File: src/core/fnd_defs.vh
// Purpose : shared constants of the fractional-N divider control block
// Assumes : 10 MHz system clock, AXI4-Lite with 32-bit data
// Notes   : offsets are byte addresses, fields are bit positions in a latch word
`ifndef FND_DEFS_VH
`define FND_DEFS_VH

// ----------------------------------------------------------------------
// register offsets
// ----------------------------------------------------------------------
`define FND_OFF_WORD     8'h00
`define FND_OFF_STATUS   8'h04
`define FND_OFF_LATCH0   8'h40
`define FND_OFF_LATCHN   8'h60

// ----------------------------------------------------------------------
// latch selection and count
// ----------------------------------------------------------------------
`define FND_SEL_LSB      0
`define FND_SEL_MSB      3
`define FND_NUM_LATCH    9
`define FND_SEL_INT      4'h0
`define FND_SEL_PRI      4'h1
`define FND_SEL_AUX      4'h2
`define FND_SEL_MUX      4'h4
`define FND_SEL_REF      4'h5
`define FND_SEL_MODE     4'h6

// ----------------------------------------------------------------------
// field positions
// ----------------------------------------------------------------------
`define FND_INT_LSB      4
`define FND_INT_MSB      19
`define FND_PRI_LSB      4
`define FND_PRI_MSB      27
`define FND_AUXN_LSB     4
`define FND_AUXN_MSB     17
`define FND_AUXM_LSB     18
`define FND_AUXM_MSB     31
`define FND_MUX_LSB      4
`define FND_MUX_MSB      6
`define FND_RCNT_LSB     4
`define FND_RCNT_MSB     13
`define FND_DBL_BIT      14
`define FND_HALVE_BIT    15
`define FND_REFMODE_BIT  30

// ----------------------------------------------------------------------
// reset values and constants
// ----------------------------------------------------------------------
`define FND_INT_RST      16'h0017
`define FND_AUXM_RST     14'h0002
`define FND_RCNT_RST     10'h001
`define FND_PRI_MOD_LOG2 24
`define FND_RESP_OKAY    2'h0
`define FND_RESP_SLVERR  2'h2

// ----------------------------------------------------------------------
// timing
// ----------------------------------------------------------------------
`define FND_CLK_PS       100000
`define FND_ABP_PS       2600
`define FND_ABP_CYC      ((`FND_ABP_PS + `FND_CLK_PS - 1) / `FND_CLK_PS)

`endif

File: src/core/fnd_divider.v
// Purpose : reference path, fractional feedback divider and phase detector
// Assumes : reference and feedback arrive as levels synchronous to clock
// Notes   : configuration arrives as 32-bit words over AXI4-Lite
//
// Added by the designer: the AXI4-Lite slave port and the register offsets.
`timescale 1ns/100ps
`include "fnd_defs.vh"

module fnd_divider #(
  parameter RCNT_W = 10,
  parameter INT_W  = 16,
  parameter AUX_W  = 14
) (
  input  wire        clock,
  input  wire        sys_rst,
  input  wire [7:0]  s_axi_awaddr,
  input  wire        s_axi_awvalid,
  output wire        s_axi_awready,
  input  wire [31:0] s_axi_wdata,
  input  wire [3:0]  s_axi_wstrb,
  input  wire        s_axi_wvalid,
  output wire        s_axi_wready,
  output reg  [1:0]  s_axi_bresp,
  output reg         s_axi_bvalid,
  input  wire        s_axi_bready,
  input  wire [7:0]  s_axi_araddr,
  input  wire        s_axi_arvalid,
  output wire        s_axi_arready,
  output reg  [31:0] s_axi_rdata,
  output reg  [1:0]  s_axi_rresp,
  output reg         s_axi_rvalid,
  input  wire        s_axi_rready,
  input  wire        reference_input,
  input  wire        feedback_input,
  output reg         reference_differential,
  output reg         pfd_up,
  output reg         pfd_down,
  output reg         multiplexed_test_output
);

  localparam FW = `FND_PRI_MOD_LOG2;

  // ----------------------------------------------------------------------
  // declarations
  // ----------------------------------------------------------------------
  reg  [31:0]       word_q;
  reg  [31:0]       word_d;
  reg               rd_pend_q;
  reg  [7:0]        rd_addr_q;
  reg  [INT_W-1:0]  int_q;
  reg  [FW-1:0]     pri_q;
  reg  [AUX_W-1:0]  auxn_q;
  reg  [AUX_W-1:0]  auxm_q;
  reg  [2:0]        output_mux_select;
  reg  [RCNT_W-1:0] rcnt_q;
  reg               dbl_q;
  reg               reference_halve_select;
  reg  [INT_W-1:0]  act_int_q;
  reg  [FW-1:0]     act_pri_q;
  reg  [AUX_W-1:0]  act_auxn_q;
  reg  [AUX_W-1:0]  act_auxm_q;
  reg  [RCNT_W-1:0] act_rcnt_q;
  reg               act_dbl_q;
  reg               act_halve_q;
  reg               pend_q;
  reg               ref_last_q;
  reg               halve_tog_q;
  reg  [RCNT_W-1:0] rdiv_q;
  reg               ref_pulse_q;
  reg               fb_last_q;
  reg  [INT_W:0]    ndiv_q;
  reg  [INT_W:0]    nlen_q;
  reg  [FW-1:0]     acc1_q;
  reg  [AUX_W-1:0]  acc2_q;
  reg  [INT_W-1:0]  fb_int_q;
  reg  [FW-1:0]     fb_pri_q;
  reg  [AUX_W-1:0]  fb_auxn_q;
  reg  [AUX_W-1:0]  fb_auxm_q;
  reg               fb_pulse_q;
  reg  [3:0]        abp_q;
  wire [31:0]       mem_rdata;
  wire              wr_go;
  wire [3:0]        wsel;
  wire              latch_go;
  wire              ar_go;
  wire              rd_mapped;
  wire [3:0]        rd_idx;
  wire [3:0]        mem_ridx;
  wire              ref_edge;
  wire              ref_tick;
  wire              fb_edge;
  wire              fb_end;
  wire [AUX_W:0]    acc2_sum;
  wire              carry2;
  wire [AUX_W-1:0]  acc2_next;
  wire [FW:0]       acc1_sum;

  // merge strobed bytes of a write into the previous word
  function [31:0] fnd_merge;
    input [31:0] old_w;
    input [31:0] new_w;
    input [3:0]  strb;
    integer i;
    begin
      fnd_merge = old_w;
      for (i = 0; i < 4; i = i + 1) begin
        if (strb[i]) begin
          fnd_merge[i*8 +: 8] = new_w[i*8 +: 8];
        end
      end
    end
  endfunction

  // zero count means one: the divider never stalls on a zero setting
  function [INT_W:0] fnd_len;
    input [INT_W-1:0] base;
    input             plus_one;
    begin
      fnd_len = {1'b0, base} + {{INT_W{1'b0}}, plus_one};
      if (fnd_len == {(INT_W+1){1'b0}}) begin
        fnd_len = {{INT_W{1'b0}}, 1'b1};
      end
    end
  endfunction

  // ----------------------------------------------------------------------
  // AXI4-Lite write channel
  // ----------------------------------------------------------------------
  // address and data taken together, so no partial write ever lingers
  assign wr_go         = s_axi_awvalid & s_axi_wvalid & ~s_axi_bvalid;
  assign s_axi_awready = wr_go;
  assign s_axi_wready  = wr_go;

  always @* begin
    word_d = fnd_merge(word_q, s_axi_wdata, s_axi_wstrb);
  end

  assign wsel     = word_d[`FND_SEL_MSB:`FND_SEL_LSB];
  assign latch_go = wr_go & (s_axi_awaddr == `FND_OFF_WORD)
                    & (wsel < `FND_NUM_LATCH);

  // word register, write response
  always @(posedge clock or posedge sys_rst) begin
    if (sys_rst) begin
      word_q       <= 32'h00000000;
      s_axi_bvalid <= 1'b0;
      s_axi_bresp  <= `FND_RESP_OKAY;
    end else begin
      if (wr_go) begin
        s_axi_bvalid <= 1'b1;
        if (s_axi_awaddr == `FND_OFF_WORD) begin
          word_q      <= word_d;
          s_axi_bresp <= `FND_RESP_OKAY;
        end else begin
          s_axi_bresp <= `FND_RESP_SLVERR;
        end
      end else if (s_axi_bready) begin
        s_axi_bvalid <= 1'b0;
      end
    end
  end

  // ----------------------------------------------------------------------
  // configuration latches
  // ----------------------------------------------------------------------
  // latch zero commits the buffered set, so int itself goes into the active copy straight from the word
  always @(posedge clock or posedge sys_rst) begin
    if (sys_rst) begin
      int_q                  <= `FND_INT_RST;
      pri_q                  <= {FW{1'b0}};
      auxn_q                 <= {AUX_W{1'b0}};
      auxm_q                 <= `FND_AUXM_RST;
      output_mux_select      <= 3'h0;
      rcnt_q                 <= `FND_RCNT_RST;
      dbl_q                  <= 1'b0;
      reference_halve_select <= 1'b0;
      reference_differential <= 1'b0;
    end else if (latch_go) begin
      case (wsel)
        `FND_SEL_INT: int_q <= word_d[`FND_INT_MSB:`FND_INT_LSB];
        `FND_SEL_PRI: pri_q <= word_d[`FND_PRI_MSB:`FND_PRI_LSB];
        `FND_SEL_AUX: begin
          auxn_q <= word_d[`FND_AUXN_MSB:`FND_AUXN_LSB];
          auxm_q <= word_d[`FND_AUXM_MSB:`FND_AUXM_LSB];
        end
        `FND_SEL_MUX: output_mux_select <= word_d[`FND_MUX_MSB:`FND_MUX_LSB];
        `FND_SEL_REF: begin
          rcnt_q                 <= word_d[`FND_RCNT_MSB:`FND_RCNT_LSB];
          dbl_q                  <= word_d[`FND_DBL_BIT];
          reference_halve_select <= word_d[`FND_HALVE_BIT];
        end
        `FND_SEL_MODE: reference_differential <= word_d[`FND_REFMODE_BIT];
        default: ;
      endcase
    end
  end

  // active copies loaded by a latch-zero write
  always @(posedge clock or posedge sys_rst) begin
    if (sys_rst) begin
      act_int_q   <= `FND_INT_RST;
      act_pri_q   <= {FW{1'b0}};
      act_auxn_q  <= {AUX_W{1'b0}};
      act_auxm_q  <= `FND_AUXM_RST;
      act_rcnt_q  <= `FND_RCNT_RST;
      act_dbl_q   <= 1'b0;
      act_halve_q <= 1'b0;
    end else if (latch_go && wsel == `FND_SEL_INT) begin
      act_int_q   <= word_d[`FND_INT_MSB:`FND_INT_LSB];
      act_pri_q   <= pri_q;
      act_auxn_q  <= auxn_q;
      act_auxm_q  <= auxm_q;
      act_rcnt_q  <= rcnt_q;
      act_dbl_q   <= dbl_q;
      act_halve_q <= reference_halve_select;
    end
  end

  // ----------------------------------------------------------------------
  // readback memory and AXI4-Lite read channel
  // ----------------------------------------------------------------------
  assign rd_idx    = rd_addr_q[5:2];
  assign rd_mapped = (rd_addr_q == `FND_OFF_WORD) || (rd_addr_q == `FND_OFF_STATUS)
                     || ((rd_addr_q >= `FND_OFF_LATCH0) && (rd_addr_q <= `FND_OFF_LATCHN)
                         && (rd_addr_q[1:0] == 2'h0));
  assign ar_go         = s_axi_arvalid & ~rd_pend_q & ~s_axi_rvalid;
  assign s_axi_arready = ar_go;
  // bus address goes straight in on the accept edge, else the answer shows the last word
  assign mem_ridx      = ar_go ? s_axi_araddr[5:2] : rd_idx;

  fnd_latch_mem #(
    .DEPTH (`FND_NUM_LATCH),
    .AW    (4),
    .DW    (32)
  ) u_mem (
    .clock     (clock),
    .wr_en     (latch_go),
    .wr_addr   (wsel),
    .wr_data   (word_d),
    .rd_addr   (mem_ridx),
    .rd_data_q (mem_rdata)
  );

  // one wait cycle lets the memory present its registered data
  always @(posedge clock or posedge sys_rst) begin
    if (sys_rst) begin
      rd_pend_q    <= 1'b0;
      rd_addr_q    <= 8'h00;
      s_axi_rvalid <= 1'b0;
      s_axi_rdata  <= 32'h00000000;
      s_axi_rresp  <= `FND_RESP_OKAY;
    end else begin
      if (ar_go) begin
        rd_pend_q <= 1'b1;
        rd_addr_q <= s_axi_araddr;
      end else if (rd_pend_q) begin
        rd_pend_q    <= 1'b0;
        s_axi_rvalid <= 1'b1;
        s_axi_rresp  <= rd_mapped ? `FND_RESP_OKAY : `FND_RESP_SLVERR;
        if (rd_addr_q == `FND_OFF_WORD) begin
          s_axi_rdata <= word_q;
        end else if (rd_addr_q == `FND_OFF_STATUS) begin
          s_axi_rdata <= {13'h0000, pend_q, pfd_down, pfd_up, act_int_q};
        end else if (rd_mapped) begin
          s_axi_rdata <= mem_rdata;
        end else begin
          s_axi_rdata <= 32'h00000000;
        end
      end else if (s_axi_rready) begin
        s_axi_rvalid <= 1'b0;
      end
    end
  end

  // ----------------------------------------------------------------------
  // reference path: doubler, halving, reference counter
  // ----------------------------------------------------------------------
  // doubler counts both edges, halving keeps every second tick
  assign ref_edge = act_dbl_q ? (reference_input ^ ref_last_q)
                              : (reference_input & ~ref_last_q);
  assign ref_tick = ref_edge & (~act_halve_q | halve_tog_q);

  always @(posedge clock or posedge sys_rst) begin
    if (sys_rst) begin
      ref_last_q  <= 1'b0;
      halve_tog_q <= 1'b0;
      rdiv_q      <= {RCNT_W{1'b0}};
      ref_pulse_q <= 1'b0;
    end else begin
      ref_last_q  <= reference_input;
      ref_pulse_q <= 1'b0;
      if (ref_edge) begin
        halve_tog_q <= ~halve_tog_q;
      end
      if (ref_tick) begin
        // a zero setting behaves as divide by one
        if (rdiv_q + {{(RCNT_W-1){1'b0}}, 1'b1} >= act_rcnt_q) begin
          rdiv_q      <= {RCNT_W{1'b0}};
          ref_pulse_q <= 1'b1;
        end else begin
          rdiv_q <= rdiv_q + {{(RCNT_W-1){1'b0}}, 1'b1};
        end
      end
    end
  end

  // ----------------------------------------------------------------------
  // feedback divider with two-level fractional accumulator
  // ----------------------------------------------------------------------
  assign fb_edge   = feedback_input & ~fb_last_q;
  assign fb_end    = fb_edge & (ndiv_q + {{INT_W{1'b0}}, 1'b1} >= nlen_q);
  assign acc2_sum  = {1'b0, acc2_q} + {1'b0, fb_auxn_q};
  assign carry2    = (acc2_sum >= {1'b0, fb_auxm_q}) && (fb_auxm_q != {AUX_W{1'b0}});
  assign acc2_next = carry2 ? acc2_sum[AUX_W-1:0] - fb_auxm_q : acc2_sum[AUX_W-1:0];
  // modulus 2^24 is the natural wrap of the 24-bit accumulator
  assign acc1_sum  = {1'b0, acc1_q} + {1'b0, fb_pri_q} + {{FW{1'b0}}, carry2};

  always @(posedge clock or posedge sys_rst) begin
    if (sys_rst) begin
      fb_last_q  <= 1'b0;
      ndiv_q     <= {(INT_W+1){1'b0}};
      nlen_q     <= fnd_len(`FND_INT_RST, 1'b0);
      acc1_q     <= {FW{1'b0}};
      acc2_q     <= {AUX_W{1'b0}};
      fb_int_q   <= `FND_INT_RST;
      fb_pri_q   <= {FW{1'b0}};
      fb_auxn_q  <= {AUX_W{1'b0}};
      fb_auxm_q  <= `FND_AUXM_RST;
      pend_q     <= 1'b0;
      fb_pulse_q <= 1'b0;
    end else begin
      fb_last_q  <= feedback_input;
      fb_pulse_q <= 1'b0;
      if (fb_end) begin
        ndiv_q     <= {(INT_W+1){1'b0}};
        fb_pulse_q <= 1'b1;
        if (pend_q) begin
          // new ratio starts clean, accumulators cleared
          fb_int_q  <= act_int_q;
          fb_pri_q  <= act_pri_q;
          fb_auxn_q <= act_auxn_q;
          fb_auxm_q <= act_auxm_q;
          acc1_q    <= {FW{1'b0}};
          acc2_q    <= {AUX_W{1'b0}};
          nlen_q    <= fnd_len(act_int_q, 1'b0);
        end else begin
          // zero numerators never carry, so the length stays integer
          acc1_q <= acc1_sum[FW-1:0];
          acc2_q <= acc2_next;
          nlen_q <= fnd_len(fb_int_q, acc1_sum[FW]);
        end
      end else if (fb_edge) begin
        ndiv_q <= ndiv_q + {{INT_W{1'b0}}, 1'b1};
      end
      // set wins over the boundary clear
      if (latch_go && wsel == `FND_SEL_INT) begin
        pend_q <= 1'b1;
      end else if (fb_end) begin
        pend_q <= 1'b0;
      end
    end
  end

  // ----------------------------------------------------------------------
  // phase frequency detector
  // ----------------------------------------------------------------------
  // both outputs stay high together for the antibacklash width, then clear
  always @(posedge clock or posedge sys_rst) begin
    if (sys_rst) begin
      pfd_up   <= 1'b0;
      pfd_down <= 1'b0;
      abp_q    <= 4'h0;
    end else if (pfd_up && pfd_down) begin
      if (abp_q + 4'h1 >= `FND_ABP_CYC) begin
        pfd_up   <= 1'b0;
        pfd_down <= 1'b0;
        abp_q    <= 4'h0;
      end else begin
        abp_q <= abp_q + 4'h1;
      end
    end else begin
      if (ref_pulse_q) begin
        pfd_up <= 1'b1;
      end
      if (fb_pulse_q) begin
        pfd_down <= 1'b1;
      end
    end
  end

  // ----------------------------------------------------------------------
  // test output multiplexer
  // ----------------------------------------------------------------------
  always @(posedge clock or posedge sys_rst) begin
    if (sys_rst) begin
      multiplexed_test_output <= 1'b0;
    end else begin
      case (output_mux_select)
        3'h0:    multiplexed_test_output <= 1'b0;
        3'h1:    multiplexed_test_output <= 1'b1;
        3'h2:    multiplexed_test_output <= ref_pulse_q;
        3'h3:    multiplexed_test_output <= fb_pulse_q;
        3'h4:    multiplexed_test_output <= pfd_up;
        3'h5:    multiplexed_test_output <= pfd_down;
        3'h6:    multiplexed_test_output <= reference_differential;
        default: multiplexed_test_output <= pend_q;
      endcase
    end
  end

endmodule // fnd_divider

File: src/core/fnd_latch_mem.v
// Purpose : storage of the nine configuration latches for readback
// Assumes : one write port, one read port, read data registered
// Notes   : contents are undefined until first written
`timescale 1ns/100ps

module fnd_latch_mem #(
  parameter DEPTH = 9,
  parameter AW    = 4,
  parameter DW    = 32
) (
  input  wire          clock,
  input  wire          wr_en,
  input  wire [AW-1:0] wr_addr,
  input  wire [DW-1:0] wr_data,
  input  wire [AW-1:0] rd_addr,
  output reg  [DW-1:0] rd_data_q
);

  reg [DW-1:0] mem [0:DEPTH-1];

  // ----------------------------------------------------------------------
  // write and registered read
  // ----------------------------------------------------------------------
  always @(posedge clock) begin
    if (wr_en) begin
      mem[wr_addr] <= wr_data;
    end
    rd_data_q <= mem[rd_addr];
  end

endmodule // fnd_latch_mem

File: config.mk
export PLATFORM = sky130hd
export DESIGN_NAME = fnd_divider
export DESIGN_NICKNAME = d
export VERILOG_FILES = /design/src/core/fnd_divider.v /design/src/core/fnd_latch_mem.v
export VERILOG_INCLUDE_DIRS = /design/src /design/src/core
export SDC_FILE = /design/constraint.sdc
export NUM_CORES = 1
export LEC_CHECK = 0
export BUFFER_PORTS_ARGS = -buffer_cell sky130_fd_sc_hd__buf_2
export CAP_MARGIN = 30
export CORE_ASPECT_RATIO = 1.1
export CORE_MARGIN = 2
export CORE_UTILIZATION = 62
export CTS_CLUSTER_SIZE = 25
export DETAILED_ROUTE_END_ITERATION = 8
export GPL_ROUTABILITY_DRIVEN = 0
export PLACE_DENSITY = 0.84
export SLEW_MARGIN = 10
export SYNTH_ARGS = -nofsm -noshare
export SYNTH_HDL_FRONTEND = slang
export SYNTH_SLANG_ARGS = --single-unit
File: constraint.sdc
create_clock -name clock -period 16.7 [get_ports clock]
set_input_delay 3.34 -clock clock [delete_from_list [all_inputs] [get_ports clock]]
set_output_delay 3.34 -clock clock [all_outputs]
set_load 0.1 [all_outputs]
# Word level (Yosys, flattened, before mapping)
# Memory sizes are Yosys's and may differ from the RTL's. A register that Yosys moved wholly into a read port is not among the register bits.
# Cells that the tools add are included.
[totals] output_inout_bits=45 ram_bits=288 word_cells=163 register_bits=390 mem_count=1
[op_classes] addsub=9 eq_ne=13 order_cmp=7 reduce_logical=32 n_bitwise=20 n_mux=39
[mem_list] name="u_mem.mem" words=9 word_bits=32 rd=1 rd_ports_with_merged_regs=1 write_ports=1 line="fnd_latch_mem.v:19" source="reg [DW-1:0] mem [0:DEPTH-1];"
[op_table] op="two-way mux 32 bit" count=3
[op_table] op="two-way mux 17 bit" count=4
[op_table] op="zero test 17 bit" count=2
[op_table] op="two-way mux 8 bit" count=4
[op_table] op="two-way mux 14 bit" count=2
[op_table] op="adder 24 x 24 -> 25 bit" count=1
[op_table] op="adder 25 x 1 -> 25 bit" count=1
[op_table] op="two-way mux 24 bit" count=1
[op_table] op="AND reduction 2 bit" count=11
[op_table] op="two-way mux 1 bit" count=18
[op_table] op="adder 16 x 1 -> 17 bit" count=1
[op_table] op="adder 17 x 1 -> 17 bit (second input constant)" count=1
[op_table] op=">= comparator 17 bit" count=1
[op_table] op="zero test 8 bit" count=2
[op_table] op="two-way mux 16 bit" count=1
[op_table] op="adder 14 x 14 -> 15 bit" count=1
[op_table] op=">= comparator 15 x 14 -> 1 bit" count=1
[op_table] op="nonzero test 14 bit" count=1
[op_table] op="subtractor 14 bit" count=1
[op_table] op="== test 4 x 3 -> 1 bit (second input constant)" count=3
[op_table] op="nonzero test 2 bit" count=6
[op_table] op="adder 10 x 1 -> 10 bit (second input constant)" count=1
[op_table] op="bitwise AND 1 bit" count=10
[op_table] op=">= comparator 10 bit" count=1
[op_table] op="25 further kinds" count=42

# Longest topological paths before layout
# Gate-level depths: netlist of the first run.
[logic_depth] word_depth=8 ltp_mapped=39

# Hierarchy
# Synthesis of the first run repeated with hierarchy kept, for this count alone.
[hier_totals] cells_unflattened=2554 area_unflattened_um2=31640.3
[modules_own_cells] mod="fnd_divider" instances=1 seq_area_each_um2=9730.6 area_per_inst_um2=19745.2 cells_per_inst=1925
[modules_own_cells] mod="fnd_latch_mem" instances=1 seq_area_each_um2=9288.9 area_per_inst_um2=11895.2 cells_per_inst=629

# Least setup slack after synthesis of the first run
# Ideal clock, no wire load.
[synth_timing] path_type="input-to-output" start="in s_axi_awvalid" end="out s_axi_wready" t_arrival_ns=5.274 t_required_ns=13.360 cell_stages=3 slack_ns=8.086 path_cell_list="nand2_1 > nor2_1 > buf_4"
[synth_via] elab_chain_cells=2
[synth_rtl] element="from (decl)" line="fnd_divider.v:17" source="input wire s_axi_awvalid,"
[synth_rtl] element="bitwise AND 1 bit (2 in a row)" line="fnd_divider.v:130" source="assign wr_go = s_axi_awvalid & s_axi_wvalid & ~s_axi_bvalid;"
[synth_rtl] element="to (decl)" line="fnd_divider.v:22" source="output wire s_axi_wready,"
# No other way between the ends.

# Final worst setup path of the first run
[layout_timing] start="reg acc2_q[0]" end="reg nlen_q[0]"
[layout_via] elab_chain_cells=8
[layout_rtl] element="from (decl)" line="fnd_divider.v:74" source="reg [AUX_W-1:0] acc2_q;"
[layout_rtl] element="from (signal assigned)" line="fnd_divider.v:324" source="acc2_q <= {AUX_W{1'b0}};"
[layout_rtl] element="from (signal assigned)" line="fnd_divider.v:344" source="acc2_q <= {AUX_W{1'b0}};"
[layout_rtl] element="from (signal assigned)" line="fnd_divider.v:349" source="acc2_q <= acc2_next;"
[layout_rtl] element="adder 14 x 14 -> 15 bit *" line="fnd_divider.v:312" source="assign acc2_sum = {1'b0, acc2_q} + {1'b0, fb_auxn_q};"
[layout_rtl] element=">= comparator 15 x 14 -> 1 bit *" line="fnd_divider.v:313" source="assign carry2 = (acc2_sum >= {1'b0, fb_auxm_q}) && (fb_auxm_q != {AUX_W{1'b0}});"
[layout_rtl] element="logical AND 1 bit *" line="fnd_divider.v:313"
[layout_rtl] element="adder 25 x 1 -> 25 bit *" line="fnd_divider.v:316" source="assign acc1_sum = {1'b0, acc1_q} + {1'b0, fb_pri_q} + {{FW{1'b0}}, carry2};"
[layout_rtl] element="adder 16 x 1 -> 17 bit *" line="fnd_divider.v:119" source="fnd_len = {1'b0, base} + {{INT_W{1'b0}}, plus_one};"
[layout_rtl] element="zero test 17 bit" line="fnd_divider.v:120" source="if (fnd_len == {(INT_W+1){1'b0}}) begin"
[layout_rtl] element="two-way mux 17 bit *" line="fnd_divider.v:120"
[layout_rtl] element="two-way mux 17 bit *" line="fnd_divider.v:337" source="if (pend_q) begin"
[layout_rtl] element="to (signal assigned)" line="fnd_divider.v:322" source="nlen_q <= fnd_len(`FND_INT_RST, 1'b0);"
[layout_rtl] element="to (signal assigned)" line="fnd_divider.v:345" source="nlen_q <= fnd_len(act_int_q, 1'b0);"
[layout_rtl] element="to (signal assigned)" line="fnd_divider.v:350" source="nlen_q <= fnd_len(fb_int_q, acc1_sum[FW]);"
[layout_rtl] element="to (decl)" line="fnd_divider.v:72" source="reg [INT_W:0] nlen_q;"
# Mark *: on every way between the ends. The rest lies on a longest branch, timed or not.
# A chain may end at the register's enable or synchronous reset.

==> results.cfg, run 1 <==
[cts]
cts_tree = built
cts.sinks = 708
clkTransAtPathRegs_ns = 0.07
h-tree-depth = 3
tritoncts.num_buffers = 69
cts-root-buf = clkbuf_16
cts_setup_buffers = 0
ctsHoldBuffers = 0
cts_buffer_depth = 3
cts_resized = 0
clock_latency_ns = 0.62

[power_and_ir_drop]
p_leak_nw = 15.16
swShare = 0.3530
power.total_mw = 5.067
clkPwrFrac = 0.311
netSwitchingPower_mw = 1.789
p_per_area_mw_per_mm2 = 145.2
p_comb_frac = 0.285
pwr-share-seq = 0.404
peakVddDrop_uv = 174.7
internal-power_mw = 3.278

[placement]
port_buffers = 103
hpwl_um = 47200

[synth]
synth-seq-area-share = 0.6075
synthMuxAreaShare = 0.04464
synth-simple-area-share = 0.1472
synth_cell_types = 76
avgSynthCellArea_um2 = 10.70
dominantRegCellSynth = dfrtp_1
syn_area_mm2 = 0.03131
synth_top_family_by_area = simple AND/OR/NAND/NOR gates
ys_warn_count = 0
netlist_instances = 2926
synth_compound_area_frac = 0.1085
synth_xor_area_frac = 0.02126
yosys.area_share.adder = 0.03653
async_reset_ff_frac = 0.5480
synth-edff-count = 288
ys_ff_latch = 708

[cells_and_area]
final_cell_mix = nand2_1, dfrtp_1, edfxtp_1
areaGrowthSynthToFinish_pct = 11.43
fillers = 3259
regArea_mm2 = 0.01902
multiInputGateArea_mm2 = 0.01135
drive_gt1_frac = 0.1203
final_common_cell = nand2_1
finish.utilization = 0.6973
nNetsFinal = 3138

[route]
ant_nets = 0
wl_per_cell_um = 21.01
via_per_inst = 6.218
drt_iter0_markers = 2433
drc = 0
drtPass1Iterations = 9
dr_total_vias = 23030
wl_um = 77800

[critical_path]
crit_type = reg2reg
path_common_cell = ha_1
crit_arrival_ns = 9.02
crit_required_ns = 17.21
slowest_delay_ns = 0.41
start_kind = flip-flop
reg2regPathDepth = 39
path_max_fanout = 15
cp-end-kind = flip-flop
critPathSlowestCell = ha_1

[timing]
final_hold_viol_count = 0
fin_worst_skew_ns = 0.02253
rsz0062_at_grt = false
maxSlewHeadroom = 0.3041
tns_ns = 0
tightest_slew_ns = 1.015
slew_viol_final = 0
fmax_mhz = 117.5
setup_violations = 0
fin_crit_sh = 0.5095
period_needed_ns = 8.508

[global_routing]
track_usage = 0.2992
first_global_vias = 23390
grt_antenna_before_repair = 1
grt.overflow.total = 0
grt_max_degree = 172
grt_pass1_wl_um = 122100

[die]
die_x_um = 218.3
die_area_mm2 = 0.05231
die_height_um = 239.7
core_area_mm2 = 0.05004
std_cell_rows = 86
start_util = 0.6257
num_io_pins = 106

[job]
max_cap_violations = 0

[run_status]
status = completed

[worst_hold_path]
min_path_cells = 2
hold_path.class = reg2reg
-- layer usage --
| layer | track usage | share of wire |
|---|---|---|
| met1 | 0.3767 | 0.38 |
| met2 | 0.4972 | 0.50 |
| met3 | 0.04902 | 0.078 |
| met4 | 0.1639 | 0.050 |
| met5 | 0 | 0 |
-- cell families (layout without fill, tap and decap cells) --
family	after synthesis	after routing
buffers and inverters	266	382
adders and majority gates	89	89
muxes	132	132
DFF	708	708
AOI/OAI and AO/OA	563	563
xor gates and xnor gates	76	76
and+or+nand+nor	1091	1091
other	1	3
-- power by group through the flow --
stage	registers (mW)	logic, mW	clock network [mW]
4_1_cts	2.04	1.43	1.59
2_1_floorplan	2.30	0.852	0
5_1_grt	2.06	1.56	1.66
6_report	2.04	1.44	1.58
3_3_place_gp	2.07	1.35	0
3_5_place_dp	2.07	1.41	0
-- critical path: cells and delay by family, from the launching register on --
family | cells | cell delay [ns]
AO/OA/AOI/OAI | 18 | 3.40
adder cells (fa/ha/maj) | 7 | 2.38
AND/OR/NAND/NOR | 10 | 1.66
buffers and inverters | 3 | 0.43
flip-flops | 1 | 0.36
XOR/XNOR | 1 | 0.16
-- metrics by stage --
| stage | cell area [µm²] | hold slack [ns] | std cells | setup WS, ns |
|---|---|---|---|---|
| final | 34890 | 0.4622 | 3704 | 8.192 |
| after global routing | 34890 | 0.4782 | 3703 | 7.425 |
| after CTS | 34800 | 0.4636 | 3699 | 8.214 |
| after detailed placement | 32490 | 0.4504 | 3573 | 8.318 |
| after global placement | 32410 | 0.4434 | 3568 | 8.725 |
| after floorplan | 31310 | 0.4331 | 2927 | 2.604 |
-- cells in the mapped netlist (33+ instances only) --
master    instances  share of area
nand2_1         693          0.083
dfrtp_1         371           0.30
edfxtp_1        288           0.28
o21ai_0         204          0.033
nor2_1          146          0.018
a21oi_1         143          0.023
nand3_1         115          0.018
inv_1           105          0.013
clkbuf_1        104          0.012
ha_1             85          0.034
mux2i_1          74          0.024
and3_1           53          0.011
xnor2_1          48          0.013
mux2_2           46          0.017
a31oi_1          38         0.0076
a311oi_1         33         0.0092
-- final cells by class --
| type | count | share of cell area |
|---|---|---|
| Multi-Input combinational cell | 1953 | 0.3253 |
| Inverter | 108 | 0.01187 |
| Antenna cell | 1 | 0.00007173 |
| Clock buffer | 93 | 0.05681 |
| Sequential cell | 708 | 0.5452 |
| Clock inverter | 33 | 0.009181 |
| Timing Repair Buffer | 148 | 0.02783 |
| Tap cell | 660 | 0.02367 |
-- sequential cells by signal, indices dropped and copies added (netlist names), 16 cells and up --
signal           cells
u_mem.mem          288
fnd_merge.old_w     32
s_axi_rdata         32
u_mem.rd_data_q     32
acc1_q              24
act_pri_q           24
fb_pri_q            24
pri_q               24
ndiv_q              17
nlen_q              17
act_int_q           16
fb_int_q            16
-- worst paths after layout --
check | start | to | slack (ns)
setup / recovery | acc2_q[0]$_DFFE_PP0P_ | nlen_q[0]$_DFFE_PP1P_ | 8.19
hold / removal | auxm_q[1]$_DFFE_PP1P_ | act_auxm_q[1]$_DFFE_PP1P_ | 0.46
setup reg to reg | acc2_q[0]$_DFFE_PP0P_ | nlen_q[0]$_DFFE_PP1P_ | 8.19
hold reg to reg | auxm_q[1]$_DFFE_PP1P_ | act_auxm_q[1]$_DFFE_PP1P_ | 0.46
max in group asynchronous | sys_rst | pri_q[3]$_DFFE_PP0P_ | 12.26
min in group asynchronous | sys_rst | s_axi_rvalid$_DFFE_PP0P_ | 2.67
Power figures use the tool's default switching activity.
==> inputs of run 2 (changes only) <==
==> constraint.sdc (replaced) <==
create_clock -name clock -period 8.8 [get_ports clock]
set_input_delay 1.76 -clock clock [delete_from_list [all_inputs] [get_ports clock]]
set_output_delay 1.76 -clock clock [all_outputs]
set_load 0.1 [all_outputs]
==> results.cfg, run 2 (synthesized netlist as in run 1, its figures left out) <==
[critical_path]
crit_required_ns = 9.33
r2r_slack_ns = 0.62
cp_top_family = compound AO/OA/AOI/OAI gates
path_common_cell = ha_1
slowest_delay_ns = 0.42
reg2regPathDepth = 38
r2r_start = acc2_q[0]$_DFFE_PP0P_
cp_num_buf_inv = 2
start_kind = flip-flop
critPathSlowestCell = ha_1
crit_arrival_ns = 8.71
reg2reg_to = nlen_q[0]$_DFFE_PP1P_
path_max_fanout = 6
crit_type = reg2reg
cp-end-kind = flip-flop

[worst_hold_path]
worstHoldStart = act_rcnt_q[0]$_DFFE_PP1P_
holdPathEnd = act_rcnt_q[0]$_DFFE_PP1P_
hold_path.class = reg2reg
min_path_cells = 2

[cells_and_area]
areaGrowthSynthToFinish_pct = 11.43
largest_reg_flops = 288
n_antenna_cell = 0
largest-register = u_mem.mem
final_cell_mix = nand2_1, dfrtp_1, edfxtp_1
stdcell_area_mm2 = 0.03489
nNetsFinal = 3143
final_cells = 3710
drive_gt1_frac = 0.1193
final_common_cell = nand2_1

[timing]
fin_crit_sh = 0.9298
tightest_slew_ns = 1.165
slew_viol_final = 0
period_needed_ns = 8.182
setup_violations = 0
fin_worst_skew_ns = 0.02583
tns_ns = 0
fmax_mhz = 122.2
final_hold_viol_count = 0
rsz0062_at_grt = false
maxSlewHeadroom = 0.2010

[cts]
cts_buffer_depth = 3
cts_tree = built
cts.sinks = 708
clock_latency_ns = 0.61
tritoncts.num_buffers = 70
ctsHoldBuffers = 0
h-tree-depth = 3
clkTransAtPathRegs_ns = 0.06
cts-root-buf = clkbuf_16

[power_and_ir_drop]
peakVddDrop_uv = 246.6
p_per_area_mw_per_mm2 = 274.9
power.total_mw = 9.590
p_leak_nw = 15.18

[die]
die_height_um = 239.7
start_util = 0.6257
die_x_um = 218.3
die_area_mm2 = 0.05231
std_cell_rows = 86
num_io_pins = 106
core_area_mm2 = 0.05004

[route]
wl_um = 76550
ant_nets = 0
via_per_inst = 6.152
drc = 0
wl_per_cell_um = 20.63
dr_total_vias = 22820
drtPass1Iterations = 6
drt_iter0_markers = 2522

[placement]
hpwl_um = 46600
port_buffers = 103
dp.cells = 3576
dpl-instance-area_mm2 = 0.03250

[global_routing]
grt_antenna_before_repair = 1
first_global_vias = 22790
grt_max_degree = 168
track_usage = 0.2954
grt_pass1_wl_um = 120500
grt.overflow.total = 0

[run_status]
status = completed

[job]
max_cap_violations = 0
[run 2: changes by cell type in the layout (fill, tap and decap cells not counted), sizes merged]
| cell | delta |
|---|---|
| buf | +4 |
| bufinv | -1 |
| clkbuf | +11 |
| clkinv | -3 |
| clkinvlp | -4 |
| diode | -1 |
[run 2: worst max path at each step]
stage                          start                    end  slack [ns]  cells after the start
2_1_floorplan  acc2_q[0]$_DFFE_PP0P_  nlen_q[0]$_DFFE_PP1P_        1.60                     39
3_3_place_gp   acc2_q[0]$_DFFE_PP0P_  nlen_q[0]$_DFFE_PP1P_        0.93                     38
3_5_place_dp   acc2_q[0]$_DFFE_PP0P_  nlen_q[0]$_DFFE_PP1P_        0.56                     38
4_1_cts        acc2_q[0]$_DFFE_PP0P_  nlen_q[0]$_DFFE_PP1P_        0.55                     38
5_1_grt        acc2_q[0]$_DFFE_PP0P_  nlen_q[0]$_DFFE_PP1P_        0.13                     38
6_report       acc2_q[0]$_DFFE_PP0P_  nlen_q[0]$_DFFE_PP1P_        0.62                     38
[run 2: power breakdown]
part	leakage, nW	total (mW)	internal (mW)	switching (mW)
registers	8.01	3.87	3.71	0.163
logic	6.05	2.76	0.803	1.95
clock network	1.12	2.96	1.71	1.25
total	15.2	9.59	6.22	3.36
[run 2: through the flow]
step / hold WS [ns] / setup slack, ns / utilization
final: 0.4578 / 0.6178 / 0.6972
after global routing: 0.4843 / 0.1328 / 0.6972
after CTS: 0.4604 / 0.5515 / 0.6950
after detailed placement: 0.4512 / 0.5589 / 0.6495
after global placement: 0.4452 / 0.9305 / 0.6483
after floorplan: 0.4331 / 1.596 / -
[run 2: routing by layer]
layer,global-route usage,share of wire
met2,0.4907,0.50
met4,0.1429,0.040
met3,0.04952,0.080
met1,0.3794,0.38
met5,0,0.00017
[run 2: final cells by class]
| cell class | instances | area (µm²) |
|---|---|---|
| Inverter | 108 | 410.4 |
| Clock buffer | 104 | 2052 |
| Multi-Input combinational cell | 1953 | 11360 |
| Tap cell | 660 | 825.8 |
| Sequential cell | 708 | 19020 |
| Clock inverter | 25 | 222.7 |
| Timing Repair Buffer | 152 | 996.0 |
| Fill cell | 3236 | 15150 |
[run 2: tightest hold or removal path: cells and delay by family, from the launching register on]
family           cells  cell delay [ns]
AND/OR/NAND/NOR      2             0.09
flip-flops           1             0.37
[run 2: repair_timing]
item                                    CTS  global route
endpoints found under the setup margin    0             1
setup buffers                             0             0
resized for setup                         0             2
